## config.mk

```make
export PLATFORM = sky130hd
export DESIGN_NAME = bapc_top
export DESIGN_NICKNAME = d
export VERILOG_FILES = /design/src/bapc_pkg.sv /design/src/bapc_top.sv
export SDC_FILE = /design/constraint.sdc
export NUM_CORES = 1
export LEC_CHECK = 0
export BUFFER_PORTS_ARGS = -buffer_cell sky130_fd_sc_hd__buf_2
export CAP_MARGIN = 20
export CORE_MARGIN = 2
export CORE_UTILIZATION = 54
export CTS_CLUSTER_SIZE = 16
export DETAILED_ROUTE_END_ITERATION = 6
export PLACE_DENSITY = 0.82
export SYNTH_ARGS = -nofsm -noshare
export SYNTH_HDL_FRONTEND = slang
export SYNTH_SLANG_ARGS = --single-unit
```

## constraint.sdc

```tcl
create_clock -name i_clk -period 3 [get_ports i_clk]
set_input_delay 0.3 -clock i_clk [delete_from_list [all_inputs] [get_ports i_clk]]
set_output_delay 0.3 -clock i_clk [all_outputs]
set_load 0.01 [all_outputs]
```

## src/bapc_pkg.sv

```systemverilog
// constants and types of the bus access permission checker
package bapc_pkg;
	typedef struct packed {
		logic valid;
		logic write;
		logic [1:0] size;
		logic [31:0] addr;
	} bapc_req_s;

	localparam int NSRC = 5;
	localparam int SRC_DBUS = 0;
	localparam int SRC_DMA = 1;
	localparam int NDMA = 3;
	localparam int SRC_PBUS = 4;
	localparam int N_UNRD_MAX = 4;
	localparam int UNRD_W = 18;

	// checked windows
	localparam logic [31:0] SRAM_BASE = 32'h3FFB_0000;
	localparam logic [31:0] SRAM_END = 32'h3FFF_FFFF;
	localparam logic [31:0] SRAM_BLK4_OFS = 32'h0000_8000;
	localparam logic [31:0] RTCF_BASE = 32'h3FF9_E000;
	localparam logic [31:0] RTCF_END = 32'h3FF9_FFFF;
	localparam logic [31:0] PB_BASE = 32'h3F40_0000;
	localparam logic [31:0] PB_END = 32'h3F4F_FFFF;
	localparam logic [31:0] PB_PERI_END = 32'h3F4B_FFFF;
	localparam logic [31:0] RTCS_BASE = 32'h3F42_1000;
	localparam logic [31:0] RTCS_END = 32'h3F42_2FFF;

	// field positions
	localparam int SRAM_HI_LSB = 27;
	localparam int SRAM_LO_LSB = 25;
	localparam int SRAM_SPLIT_LSB = 8;
	localparam int SRAM_SPLIT_W = 17;
	localparam int RTCF_HI_LSB = 13;
	localparam int RTCF_LO_LSB = 11;
	localparam int RTCF_SPLIT_LSB = 0;
	localparam int RTCF_SPLIT_W = 11;
	localparam int PB_VALID_LSB = 16;
	localparam int RTCS_HI_LSB = 14;
	localparam int RTCS_LO_LSB = 12;
	localparam int RTCS_SPLIT_LSB = 1;
	localparam int RTCS_SPLIT_W = 11;
	localparam int PB_PERI_EN_BIT = 0;

	// register byte offsets
	localparam logic [7:0] OFS_DSRAM = 8'h00;
	localparam logic [7:0] OFS_DRTC = 8'h04;
	localparam logic [7:0] OFS_DLOCK = 8'h08;
	localparam logic [7:0] OFS_DMA = 8'h0C;
	localparam logic [7:0] OFS_MLOCK = 8'h18;
	localparam logic [7:0] OFS_PBUS = 8'h1C;
	localparam logic [7:0] OFS_UNRD = 8'h20;
	localparam logic [7:0] OFS_PLOCK = 8'h30;
	localparam logic [7:0] OFS_IENA = 8'h34;
	localparam logic [7:0] OFS_ICLR = 8'h38;
	localparam logic [7:0] OFS_ISTAT = 8'h3C;
	localparam logic [7:0] OFS_CAP = 8'h40;

	// reset values: every region open, split at the base
	localparam logic [31:0] RST_DSRAM = 32'h1E00_00FF;
	localparam logic [31:0] RST_DRTC = 32'h0000_7800;
	localparam logic [31:0] RST_DMA = 32'h1E00_00FF;
	localparam logic [31:0] RST_PBUS = 32'h0000_F001;

	localparam int NFIFO = 15;
	localparam logic [NFIFO-1:0][31:0] FIFO_ADDR = {
		32'h6002_1000, 32'h6000_0000, 32'h6001_0000, 32'h6002_E000,
		32'h6000_F004, 32'h6002_D004, 32'h6001_6000, 32'h6001_6004,
		32'h6001_6008, 32'h6001_600C, 32'h6001_301C, 32'h6002_701C,
		32'h6008_0020, 32'h6008_1000, 32'h6009_0FFF
	};
endpackage : bapc_pkg

```

## src/bapc_top.sv

```systemverilog
// bus access permission checker: apb registers, checks, error capture
// Functional notes
// - data bus checks the sram window and the rtc fast window
// - after a bus lock is set, its permission registers ignore writes
// - a lock stays set until reset; software cannot clear it
// - data bus blocks 0 to 3 each have a write/read pair, bits 7:0
// - blocks 4 to 21 use pair 28:27 above split, 26:25 below
// - data bus sram split field is bits 24:8 relative to sram base
// - split address equals base plus field value times four
// - rtc fast pairs 14:13 above, 12:11 below, split field 10:0
// - deny any access whose type is not allowed for its region
// - denied accesses complete unstalled; writes dropped, reads invalid
// - data bus violation with enable captures address, type, size, interrupt
// - a held record is never overwritten by later violations
// - interrupt is a level until cleared; clearing drops the record
// - three dma paths checked separately, own registers and lock
// - dma permission registers share the data bus sram layout
// - dma violation captures address and type only, raises interrupt
// - peripheral bus covers its 1 MB window for reads and writes
// - bit 0 allows peripheral accesses up to the peripheral end
// - reads to fifteen fixed fifo addresses are always denied
// - four user 18-bit unreadable addresses, each with valid bit 16..19
// - rtc slow pairs 15:14 above, 13:12 below, split field 11:1
// - deny reads of active unreadable addresses; capture and interrupt
//
// Local design decisions: the APB interface to the registers and the placing of the registers.
`timescale 1ns/1ns
`default_nettype none

module bapc_top #(
	parameter int N_UNRD = 4
) (
	input wire logic i_clk,
	input wire logic i_rstn,
	input wire logic i_ce,
	input wire logic i_psel,
	input wire logic i_penable,
	input wire logic i_pwrite,
	input wire logic [7:0] i_paddr,
	input wire logic [31:0] i_pwdata,
	output logic [31:0] o_prdata,
	output logic o_pready,
	output logic o_pslverr,
	input wire bapc_pkg::bapc_req_s i_dbus_req,
	input wire bapc_pkg::bapc_req_s [bapc_pkg::NDMA-1:0] i_dma_req,
	input wire bapc_pkg::bapc_req_s i_pbus_req,
	output logic [bapc_pkg::NSRC-1:0] o_deny,
	output logic [bapc_pkg::NSRC-1:0] o_irq
);
	if (N_UNRD < 1 || N_UNRD > bapc_pkg::N_UNRD_MAX)
	begin : g_bad_n_unrd
		$error("N_UNRD must lie between 1 and 4");
	end

	logic [31:0] dsram_q;
	logic [31:0] drtc_q;
	logic dlock_q;
	logic [bapc_pkg::NDMA-1:0][31:0] dma_q;
	logic [bapc_pkg::NDMA-1:0] mlock_q;
	logic [31:0] pbus_q;
	logic [N_UNRD-1:0][bapc_pkg::UNRD_W-1:0] unrd_q;
	logic plock_q;
	logic [bapc_pkg::NSRC-1:0] ena_q;
	logic [bapc_pkg::NSRC-1:0] err_q;
	logic [bapc_pkg::NSRC-1:0][31:0] cap_addr_q;
	logic [bapc_pkg::NSRC-1:0] cap_wr_q;
	logic [bapc_pkg::NSRC-1:0][1:0] cap_size_q;
	logic [bapc_pkg::NSRC-1:0] deny_q;
	logic [bapc_pkg::NSRC-1:0] deny_c;
	logic [31:0] prdata_q;
	logic pready_q;
	logic pslverr_q;
	logic [31:0] rd_c;
	logic hit_c;
	logic setup;
	logic wr_go;
	bapc_pkg::bapc_req_s [bapc_pkg::NSRC-1:0] req;

	assign setup = i_psel & ~i_penable;
	assign wr_go = i_psel & i_penable & pready_q & i_pwrite;
	assign o_prdata = prdata_q;
	assign o_pready = pready_q;
	assign o_pslverr = pslverr_q;
	assign o_deny = deny_q;
	assign o_irq = err_q;

	assign req[bapc_pkg::SRC_DBUS] = i_dbus_req;
	assign req[bapc_pkg::SRC_PBUS] = i_pbus_req;
	assign req[bapc_pkg::SRC_DMA+bapc_pkg::NDMA-1:bapc_pkg::SRC_DMA] = i_dma_req;

	function automatic logic pair_ok(input logic [1:0] p, input logic wr);
		// upper bit grants write, lower bit grants read
		return wr ? p[1] : p[0];
	endfunction : pair_ok

	function automatic logic split_ok(
		input logic [31:0] addr,
		input logic [31:0] base,
		input logic [31:0] fld,
		input logic [1:0] hi,
		input logic [1:0] lo,
		input logic wr
	);
		logic [31:0] split;
		split = base + (fld << 2);
		return (addr >= split) ? pair_ok(hi, wr) : pair_ok(lo, wr);
	endfunction : split_ok

	function automatic logic sram_ok(
		input logic [31:0] perm,
		input bapc_pkg::bapc_req_s r
	);
		logic [31:0] ofs;
		logic [31:0] fld;
		ofs = r.addr - bapc_pkg::SRAM_BASE;
		fld = 32'(perm[bapc_pkg::SRAM_SPLIT_LSB +: bapc_pkg::SRAM_SPLIT_W]);
		if (ofs < bapc_pkg::SRAM_BLK4_OFS)
		begin
			return pair_ok(perm[{ofs[14:13], 1'b0} +: 2], r.write);
		end
		return split_ok(r.addr, bapc_pkg::SRAM_BASE, fld,
			perm[bapc_pkg::SRAM_HI_LSB +: 2],
			perm[bapc_pkg::SRAM_LO_LSB +: 2], r.write);
	endfunction : sram_ok

	function automatic logic in_win(
		input logic [31:0] a,
		input logic [31:0] lo,
		input logic [31:0] hi
	);
		return (a >= lo) && (a <= hi);
	endfunction : in_win

	always_comb
	begin
		logic fifo_hit;
		logic [31:0] pa;
		deny_c = '0;
		fifo_hit = 1'b0;
		pa = req[bapc_pkg::SRC_PBUS].addr;
		if (in_win(req[bapc_pkg::SRC_DBUS].addr, bapc_pkg::SRAM_BASE,
			bapc_pkg::SRAM_END))
		begin
			deny_c[bapc_pkg::SRC_DBUS] = !sram_ok(dsram_q, req[bapc_pkg::SRC_DBUS]);
		end
		else if (in_win(req[bapc_pkg::SRC_DBUS].addr, bapc_pkg::RTCF_BASE,
			bapc_pkg::RTCF_END))
		begin
			deny_c[bapc_pkg::SRC_DBUS] = !split_ok(req[bapc_pkg::SRC_DBUS].addr,
				bapc_pkg::RTCF_BASE,
				32'(drtc_q[bapc_pkg::RTCF_SPLIT_LSB +: bapc_pkg::RTCF_SPLIT_W]),
				drtc_q[bapc_pkg::RTCF_HI_LSB +: 2],
				drtc_q[bapc_pkg::RTCF_LO_LSB +: 2],
				req[bapc_pkg::SRC_DBUS].write);
		end
		// each dma path on its own register
		for (int i = 0; i < bapc_pkg::NDMA; i++)
		begin
			if (in_win(req[bapc_pkg::SRC_DMA+i].addr, bapc_pkg::SRAM_BASE,
				bapc_pkg::SRAM_END))
			begin
				deny_c[bapc_pkg::SRC_DMA+i] = !sram_ok(dma_q[i], req[bapc_pkg::SRC_DMA+i]);
			end
		end
		// fixed fifo words, matched on the word offset
		for (int k = 0; k < bapc_pkg::NFIFO; k++)
		begin
			if (pa[19:2] == bapc_pkg::FIFO_ADDR[k][19:2])
			begin
				fifo_hit = 1'b1;
			end
		end
		// user unreadable words gated by their valid bit
		for (int k = 0; k < N_UNRD; k++)
		begin
			if (pbus_q[bapc_pkg::PB_VALID_LSB+k] && (pa[19:2] == unrd_q[k]))
			begin
				fifo_hit = 1'b1;
			end
		end
		if (in_win(pa, bapc_pkg::PB_BASE, bapc_pkg::PB_END))
		begin
			if (in_win(pa, bapc_pkg::RTCS_BASE, bapc_pkg::RTCS_END))
			begin
				deny_c[bapc_pkg::SRC_PBUS] = !split_ok(pa, bapc_pkg::RTCS_BASE,
					32'(pbus_q[bapc_pkg::RTCS_SPLIT_LSB +: bapc_pkg::RTCS_SPLIT_W]),
					pbus_q[bapc_pkg::RTCS_HI_LSB +: 2],
					pbus_q[bapc_pkg::RTCS_LO_LSB +: 2],
					req[bapc_pkg::SRC_PBUS].write);
			end
			else if (pa <= bapc_pkg::PB_PERI_END)
			begin
				deny_c[bapc_pkg::SRC_PBUS] = !pbus_q[bapc_pkg::PB_PERI_EN_BIT];
			end
			if (!req[bapc_pkg::SRC_PBUS].write && fifo_hit)
			begin
				deny_c[bapc_pkg::SRC_PBUS] = 1'b1;
			end
		end
		for (int s = 0; s < bapc_pkg::NSRC; s++)
		begin
			deny_c[s] = deny_c[s] & req[s].valid;
		end
	end

	// denial is a one-cycle verdict, the requester is never held
	always_ff @(posedge i_clk or negedge i_rstn)
	begin
		if (!i_rstn)
		begin
			deny_q <= '0;
		end
		else if (i_ce)
		begin
			deny_q <= deny_c;
		end
	end

	// zero-wait apb: ready one cycle after setup
	always_ff @(posedge i_clk or negedge i_rstn)
	begin
		if (!i_rstn)
		begin
			pready_q <= 1'b0;
			prdata_q <= '0;
			pslverr_q <= 1'b0;
		end
		else if (i_ce)
		begin
			pready_q <= setup;
			prdata_q <= (setup && !i_pwrite) ? rd_c : '0;
			pslverr_q <= setup & ~hit_c;
		end
	end

	always_comb
	begin
		rd_c = '0;
		hit_c = 1'b1;
		case (i_paddr)
			bapc_pkg::OFS_DSRAM: rd_c = dsram_q;
			bapc_pkg::OFS_DRTC: rd_c = drtc_q;
			bapc_pkg::OFS_DLOCK: rd_c = 32'(dlock_q);
			bapc_pkg::OFS_MLOCK: rd_c = 32'(mlock_q);
			bapc_pkg::OFS_PBUS: rd_c = pbus_q;
			bapc_pkg::OFS_PLOCK: rd_c = 32'(plock_q);
			bapc_pkg::OFS_IENA: rd_c = 32'(ena_q);
			bapc_pkg::OFS_ICLR: rd_c = '0;
			bapc_pkg::OFS_ISTAT: rd_c = 32'(err_q);
			default:
			begin
				hit_c = 1'b0;
				for (int i = 0; i < bapc_pkg::NDMA; i++)
				begin
					if (i_paddr == bapc_pkg::OFS_DMA + 8'(4 * i))
					begin
						rd_c = dma_q[i];
						hit_c = 1'b1;
					end
				end
				for (int i = 0; i < N_UNRD; i++)
				begin
					if (i_paddr == bapc_pkg::OFS_UNRD + 8'(4 * i))
					begin
						rd_c = 32'(unrd_q[i]);
						hit_c = 1'b1;
					end
				end
				for (int s = 0; s < bapc_pkg::NSRC; s++)
				begin
					if (i_paddr == bapc_pkg::OFS_CAP + 8'(8 * s))
					begin
						rd_c = cap_addr_q[s];
						hit_c = 1'b1;
					end
					if (i_paddr == bapc_pkg::OFS_CAP + 8'(8 * s + 4))
					begin
						rd_c = 32'({cap_size_q[s], cap_wr_q[s]});
						hit_c = 1'b1;
					end
				end
			end
		endcase
	end

	// data bus configuration
	always_ff @(posedge i_clk or negedge i_rstn)
	begin
		if (!i_rstn)
		begin
			dsram_q <= bapc_pkg::RST_DSRAM;
			drtc_q <= bapc_pkg::RST_DRTC;
			dlock_q <= 1'b0;
		end
		else if (i_ce)
		begin
			// data bus registers frozen by lock
			if (wr_go && i_paddr == bapc_pkg::OFS_DSRAM && !dlock_q)
			begin
				dsram_q <= i_pwdata;
			end
			if (wr_go && i_paddr == bapc_pkg::OFS_DRTC && !dlock_q)
			begin
				drtc_q <= i_pwdata;
			end
			if (wr_go && i_paddr == bapc_pkg::OFS_DLOCK && i_pwdata[0])
			begin
				dlock_q <= 1'b1;
			end
		end
	end

	for (genvar i = 0; i < bapc_pkg::NDMA; i++)
	begin : g_dma
		always_ff @(posedge i_clk or negedge i_rstn)
		begin
			if (!i_rstn)
			begin
				dma_q[i] <= bapc_pkg::RST_DMA;
				mlock_q[i] <= 1'b0;
			end
			else if (i_ce)
			begin
				if (wr_go && i_paddr == bapc_pkg::OFS_DMA + 8'(4 * i) && !mlock_q[i])
				begin
					dma_q[i] <= i_pwdata;
				end
				if (wr_go && i_paddr == bapc_pkg::OFS_MLOCK && i_pwdata[i])
				begin
					mlock_q[i] <= 1'b1;
				end
			end
		end
	end

	// peripheral bus configuration
	always_ff @(posedge i_clk or negedge i_rstn)
	begin
		if (!i_rstn)
		begin
			pbus_q <= bapc_pkg::RST_PBUS;
			plock_q <= 1'b0;
		end
		else if (i_ce)
		begin
			if (wr_go && i_paddr == bapc_pkg::OFS_PBUS && !plock_q)
			begin
				pbus_q <= i_pwdata;
			end
			if (wr_go && i_paddr == bapc_pkg::OFS_PLOCK && i_pwdata[0])
			begin
				plock_q <= 1'b1;
			end
		end
	end

	for (genvar i = 0; i < N_UNRD; i++)
	begin : g_unrd
		always_ff @(posedge i_clk or negedge i_rstn)
		begin
			if (!i_rstn)
			begin
				unrd_q[i] <= '0;
			end
			else if (i_ce)
			begin
				// unreadable words share the peripheral lock
				if (wr_go && i_paddr == bapc_pkg::OFS_UNRD + 8'(4 * i) && !plock_q)
				begin
					unrd_q[i] <= i_pwdata[bapc_pkg::UNRD_W-1:0];
				end
			end
		end
	end

	always_ff @(posedge i_clk or negedge i_rstn)
	begin
		if (!i_rstn)
		begin
			ena_q <= '0;
		end
		else if (i_ce)
		begin
			if (wr_go && i_paddr == bapc_pkg::OFS_IENA)
			begin
				ena_q <= i_pwdata[bapc_pkg::NSRC-1:0];
			end
		end
	end

	for (genvar s = 0; s < bapc_pkg::NSRC; s++)
	begin : g_cap
		logic clr;
		logic take;
		assign clr = wr_go && (i_paddr == bapc_pkg::OFS_ICLR) && i_pwdata[s];
		// only a free record, or one cleared now, takes a new error
		assign take = deny_c[s] & ena_q[s] & (~err_q[s] | clr);
		always_ff @(posedge i_clk or negedge i_rstn)
		begin
			if (!i_rstn)
			begin
				err_q[s] <= 1'b0;
				cap_addr_q[s] <= '0;
				cap_wr_q[s] <= 1'b0;
				cap_size_q[s] <= '0;
			end
			else if (i_ce)
			begin
				// level flag; a new error beats the clear
				err_q[s] <= take | (err_q[s] & ~clr);
				if (take)
				begin
					// capture, size only off the dma paths
					cap_addr_q[s] <= req[s].addr;
					cap_wr_q[s] <= req[s].write;
					cap_size_q[s] <= (s >= bapc_pkg::SRC_DMA && s < bapc_pkg::SRC_PBUS)
						? 2'h0 : req[s].size;
				end
				else if (clr)
				begin
					cap_addr_q[s] <= '0;
					cap_wr_q[s] <= 1'b0;
					cap_size_q[s] <= '0;
				end
			end
		end
	end
endmodule : bapc_top

`default_nettype wire

```

==> results.md <==
* Hold Crit Start: i_pwdata[26]
* R2R depth at 16
* Reg2reg setup slack at -0.36 ns
* FF-to-FF End: cap_addr_q[3]
* Dpl cells at 3624
* Crit-path cells: inv_2 > ha_4 > inv_2 > ha_4 > ha_4 > nand4_1 > a211oi_2 > o311ai_1 > a21boi_1 > a2111oi_2 > o311a_4 > o211ai_4 > buf_12 > buf_12 > buf_16 > mux2i_2
* Hold Crit Endpoint: dma_q[90]
* Max Clock Skew at 0.01763 ns
* Num ports at 270
* Worst setup EP type: flop
* Seq/Total Area, Yosys at 44.75%
* Sw Ratio at 25.14%
* CP max stage delay at 0.40 ns
* Avg WL per Cell at 28.89 um
* Relative slew slack at 35.62%
* Clock share of power at 47.2%
* Die Y at 229.2 um
* Max Cap Viol at 0
* Register share of total power at 44.3%
* CP max stage cell: dfrtp_1
* Fin crit share at 111.9%
* Crit path max fanout at 6
* Syn avg cell area at 10.37 um^2
* RSZ-0062 raised after global routing: true
* DRC at 0
* Status: complete, but fails checks
* Worst Max-Slew Pin Slew at 0.9656 ns
* Main synth FF type: dfrtp_1
* Tmin final at 3.358 ns
* Area grow syn2layout at 26.64%
* Number of vias per cell at 6.567
* Yosys cell types at 85
* Cell taking the most area after synthesis: dfrtp_1
* Non-filler cells, final at 3830
* Post-Syn Nets at 3016
* Hold Path Depth at 2
* Setup TNS Final at -22.81 ns
* Total grt overflow at 0
* Fin nets at 3484
* CTS Root Cell: clkbuf_16
* Layout cells sized above 1 at 33.44%
* Worst path most repeated cell: ha_4
* Worst min path class: in -> reg
* Warning count from the yosys run at 0
* Global-route wire length before repair at 161800 um
* Post-synth EDFFs at 0
* HPWL reported at the end of detailed placement at 79320 um
* Clk Latency, worst-skew pair at 0.63 ns
* Buffers & Inverters on Critical Path at 5
* Mapped cell area at 27400 um^2
* Worst R2R Start: dsram_q[22]
* P_int at 11.16 mW
* Vias in the first global route at 25.26k
* Combinational cell fraction of total power at 8.5%
* Largest net degree at the start of global routing at 101
* Final setup vio count at 135
* Critical Path Start Type: flop
* FMAX at 0.2978 GHz
* Initial drt markers at 3136
* Initial antenna violation count at 12
* Net switching power at 3.748 mW
* Port Buf Inserts at 263
* CTS max path bufs at 3
* CTS tree: yes
* P per Cell Area at 429.8 nW/um^2
* PnR worst setup slack at -0.3577 ns
* GRT Overall Usage at 41.53%
* RePlAce Congestion at 1.009
* Flip-flop and latch count after synthesis at 487
* Clk sink count at 487
* Leading cell types by total area after synthesis: dfrtp_1 (39%), mux2_2 (9.5%), ha_1 (6.7%)
* Final hold vios at 0
* Clock-pin transition on the worst setup and hold timing paths at 0.06 ns
* Core box area at 50070 um^2
* Row Count at 82
* Hold_ws at 0.01719 ns
* Routed Antenna Nets at 0
* Via count at 25.15k
* Final slew viol count at 0
* Mapped Cells at 2643
* Die ar. at 52550 um^2
* Failing checks: setup timing
* CTS H-Tree Depth at 2
* Starting density of the core at 54.72%
* Asr flop ratio synth at 100.0%
* Crit path max-delay family: compound AO/OA/AOI/OAI gates
* Die W at 229.2 um
* Leak Pwr at 17.14 nW
* Drt total wl at 110700 um
* Synth cell count leaders: dfrtp_1 (430), nand2_1 (294), mux2_2 (232), inv_1 (211), mux2i_1 (155)
* CP required at 3.54 ns
* VDD IR max at 0.0004206 V
* Yosys top cell area share at 39.28%
* Pwr Total at 14.91 mW
* Most common cell in the netlist: dfrtp_1
* Arrival @ worst endpoint at 3.90 ns
* DR pass1 iterations at 7
* Crit Path Category: reg -> reg
* CTS Buf Count at 54
[timing repair]
action / 4_1_cts / 5_1_grt
gates cloned: 12 / 0
endpoints found under the setup margin: 139 / 141
pin swaps: 46 / 27
setup buffers: 49 / 5
hold buffers: 48 / 0
resized for setup: 164 / 58
endpoints found under the hold margin: 121 / 0
[final cells by class]
| class | count | area [um^2] |
|---|---|---|
| Multi-Input combinational cell | 1790 | 14610 |
| Antenna cell | 3 | 7.507 |
| Sequential cell | 487 | 12260 |
| Clock inverter | 18 | 252.7 |
| Timing Repair Buffer | 566 | 4323 |
| Inverter | 212 | 798.3 |
| Tap cell | 672 | 840.8 |
| Fill cell | 3592 | 15380 |
| Clock buffer | 82 | 1599 |
[state kept, by name (all words and copies together), names as in the netlist, 32 cells and up]
signal      flops
o_prdata       32
pbus_q         32
cap_addr_q    160
drtc_q         32
dsram_q        32
dma_q          96
unrd_q         72
[worst max path at each step]
stage	startpoint	endpoint	depth (start not counted)
floorplan	dma_q[86]	cap_addr_q[100]	15
global placement	dma_q[22]	cap_addr_q[36]	16
detailed placement	dma_q[22]	cap_addr_q[40]	16
CTS	dma_q[54]	cap_addr_q[67]	16
global route	dma_q[54]	cap_addr_q[72]	16
finish	dsram_q[22]	cap_addr_q[3]	16
[power by group through the flow]
stage          combinational, mW  clock (mW)  sequential, mW
6_report                    1.27        7.04            6.60
5_1_grt                     1.34        7.29            6.60
4_1_cts                     1.21        6.98            6.60
3_5_place_dp                1.13           0            6.72
3_3_place_gp                1.10           0            6.72
2_1_floorplan              0.415           0            6.71
[per-stage QoR]
stage          instance area (um^2)  worst slack [ns]  util [%]
5_1_grt                       34690           -0.4401     69.28
3_5_place_dp                  30740           -0.5305     61.39
6_report                      34690           -0.3577     69.29
2_1_floorplan                 27450         -0.007600         -
3_3_place_gp                  30740           -0.4220     61.39
4_1_cts                       34520           -0.2427     68.95
[layout by cell type, fill, tap and decap left out, drive strengths merged, types with 8 or more instances in the layout]
cell	count
a21oi	60
nand3	43
a22oi	81
a221oi	47
o21ai	111
mux2i	155
mux2	237
nor2b	13
nor4	16
dfstp	57
clkbuf	82
a211oi	11
o211ai	11
buf	518
nand2	294
dlygate4sd3	48
nor2	107
xor2	16
o221ai	12
and3	18
a221o	8
a31oi	19
dfrtp	430
o2bb2ai	20
a22o	25
inv	215
o21a	11
a21o	31
xnor2	60
nand4	74
mux4	8
ha	147
nor3	30
[routing by layer]
metal  share of wire [%]  global-route usage (%)  wire, um  vias up
met4                 6.4                   22.75      7108       14
met2                  43                   61.92     48020     1766
met1                  38                   54.98     41990    12450
met5               0.087                       0        96        -
met3                  12                   11.49     13440      444
li1                    -                       -         -    10480
[cells by family after synthesis]
| logic type | share of synthesized area [%] |
|---|---|
| buf+inv | 5.280 |
| mux | 16.06 |
| simple gates | 11.72 |
| fa+ha+maj | 6.714 |
| xor+xnor | 2.430 |
| flops | 44.75 |
| compound gates | 13.04 |
[worst register-to-register path, stage by stage, from the launching register on]
cell       delay, ns
dfrtp_1         0.40
inv_2           0.09
ha_4            0.13
inv_2           0.04
ha_4            0.18
ha_4            0.29
nand4_1         0.25
a211oi_2        0.26
o311ai_1        0.13
a21boi_1        0.24
a2111oi_2       0.07
o311a_4         0.36
o211ai_4        0.21
buf_12          0.15
buf_12          0.12
buf_16          0.13
mux2i_2         0.23
Note: power is estimated with default switching activity, not from simulation.
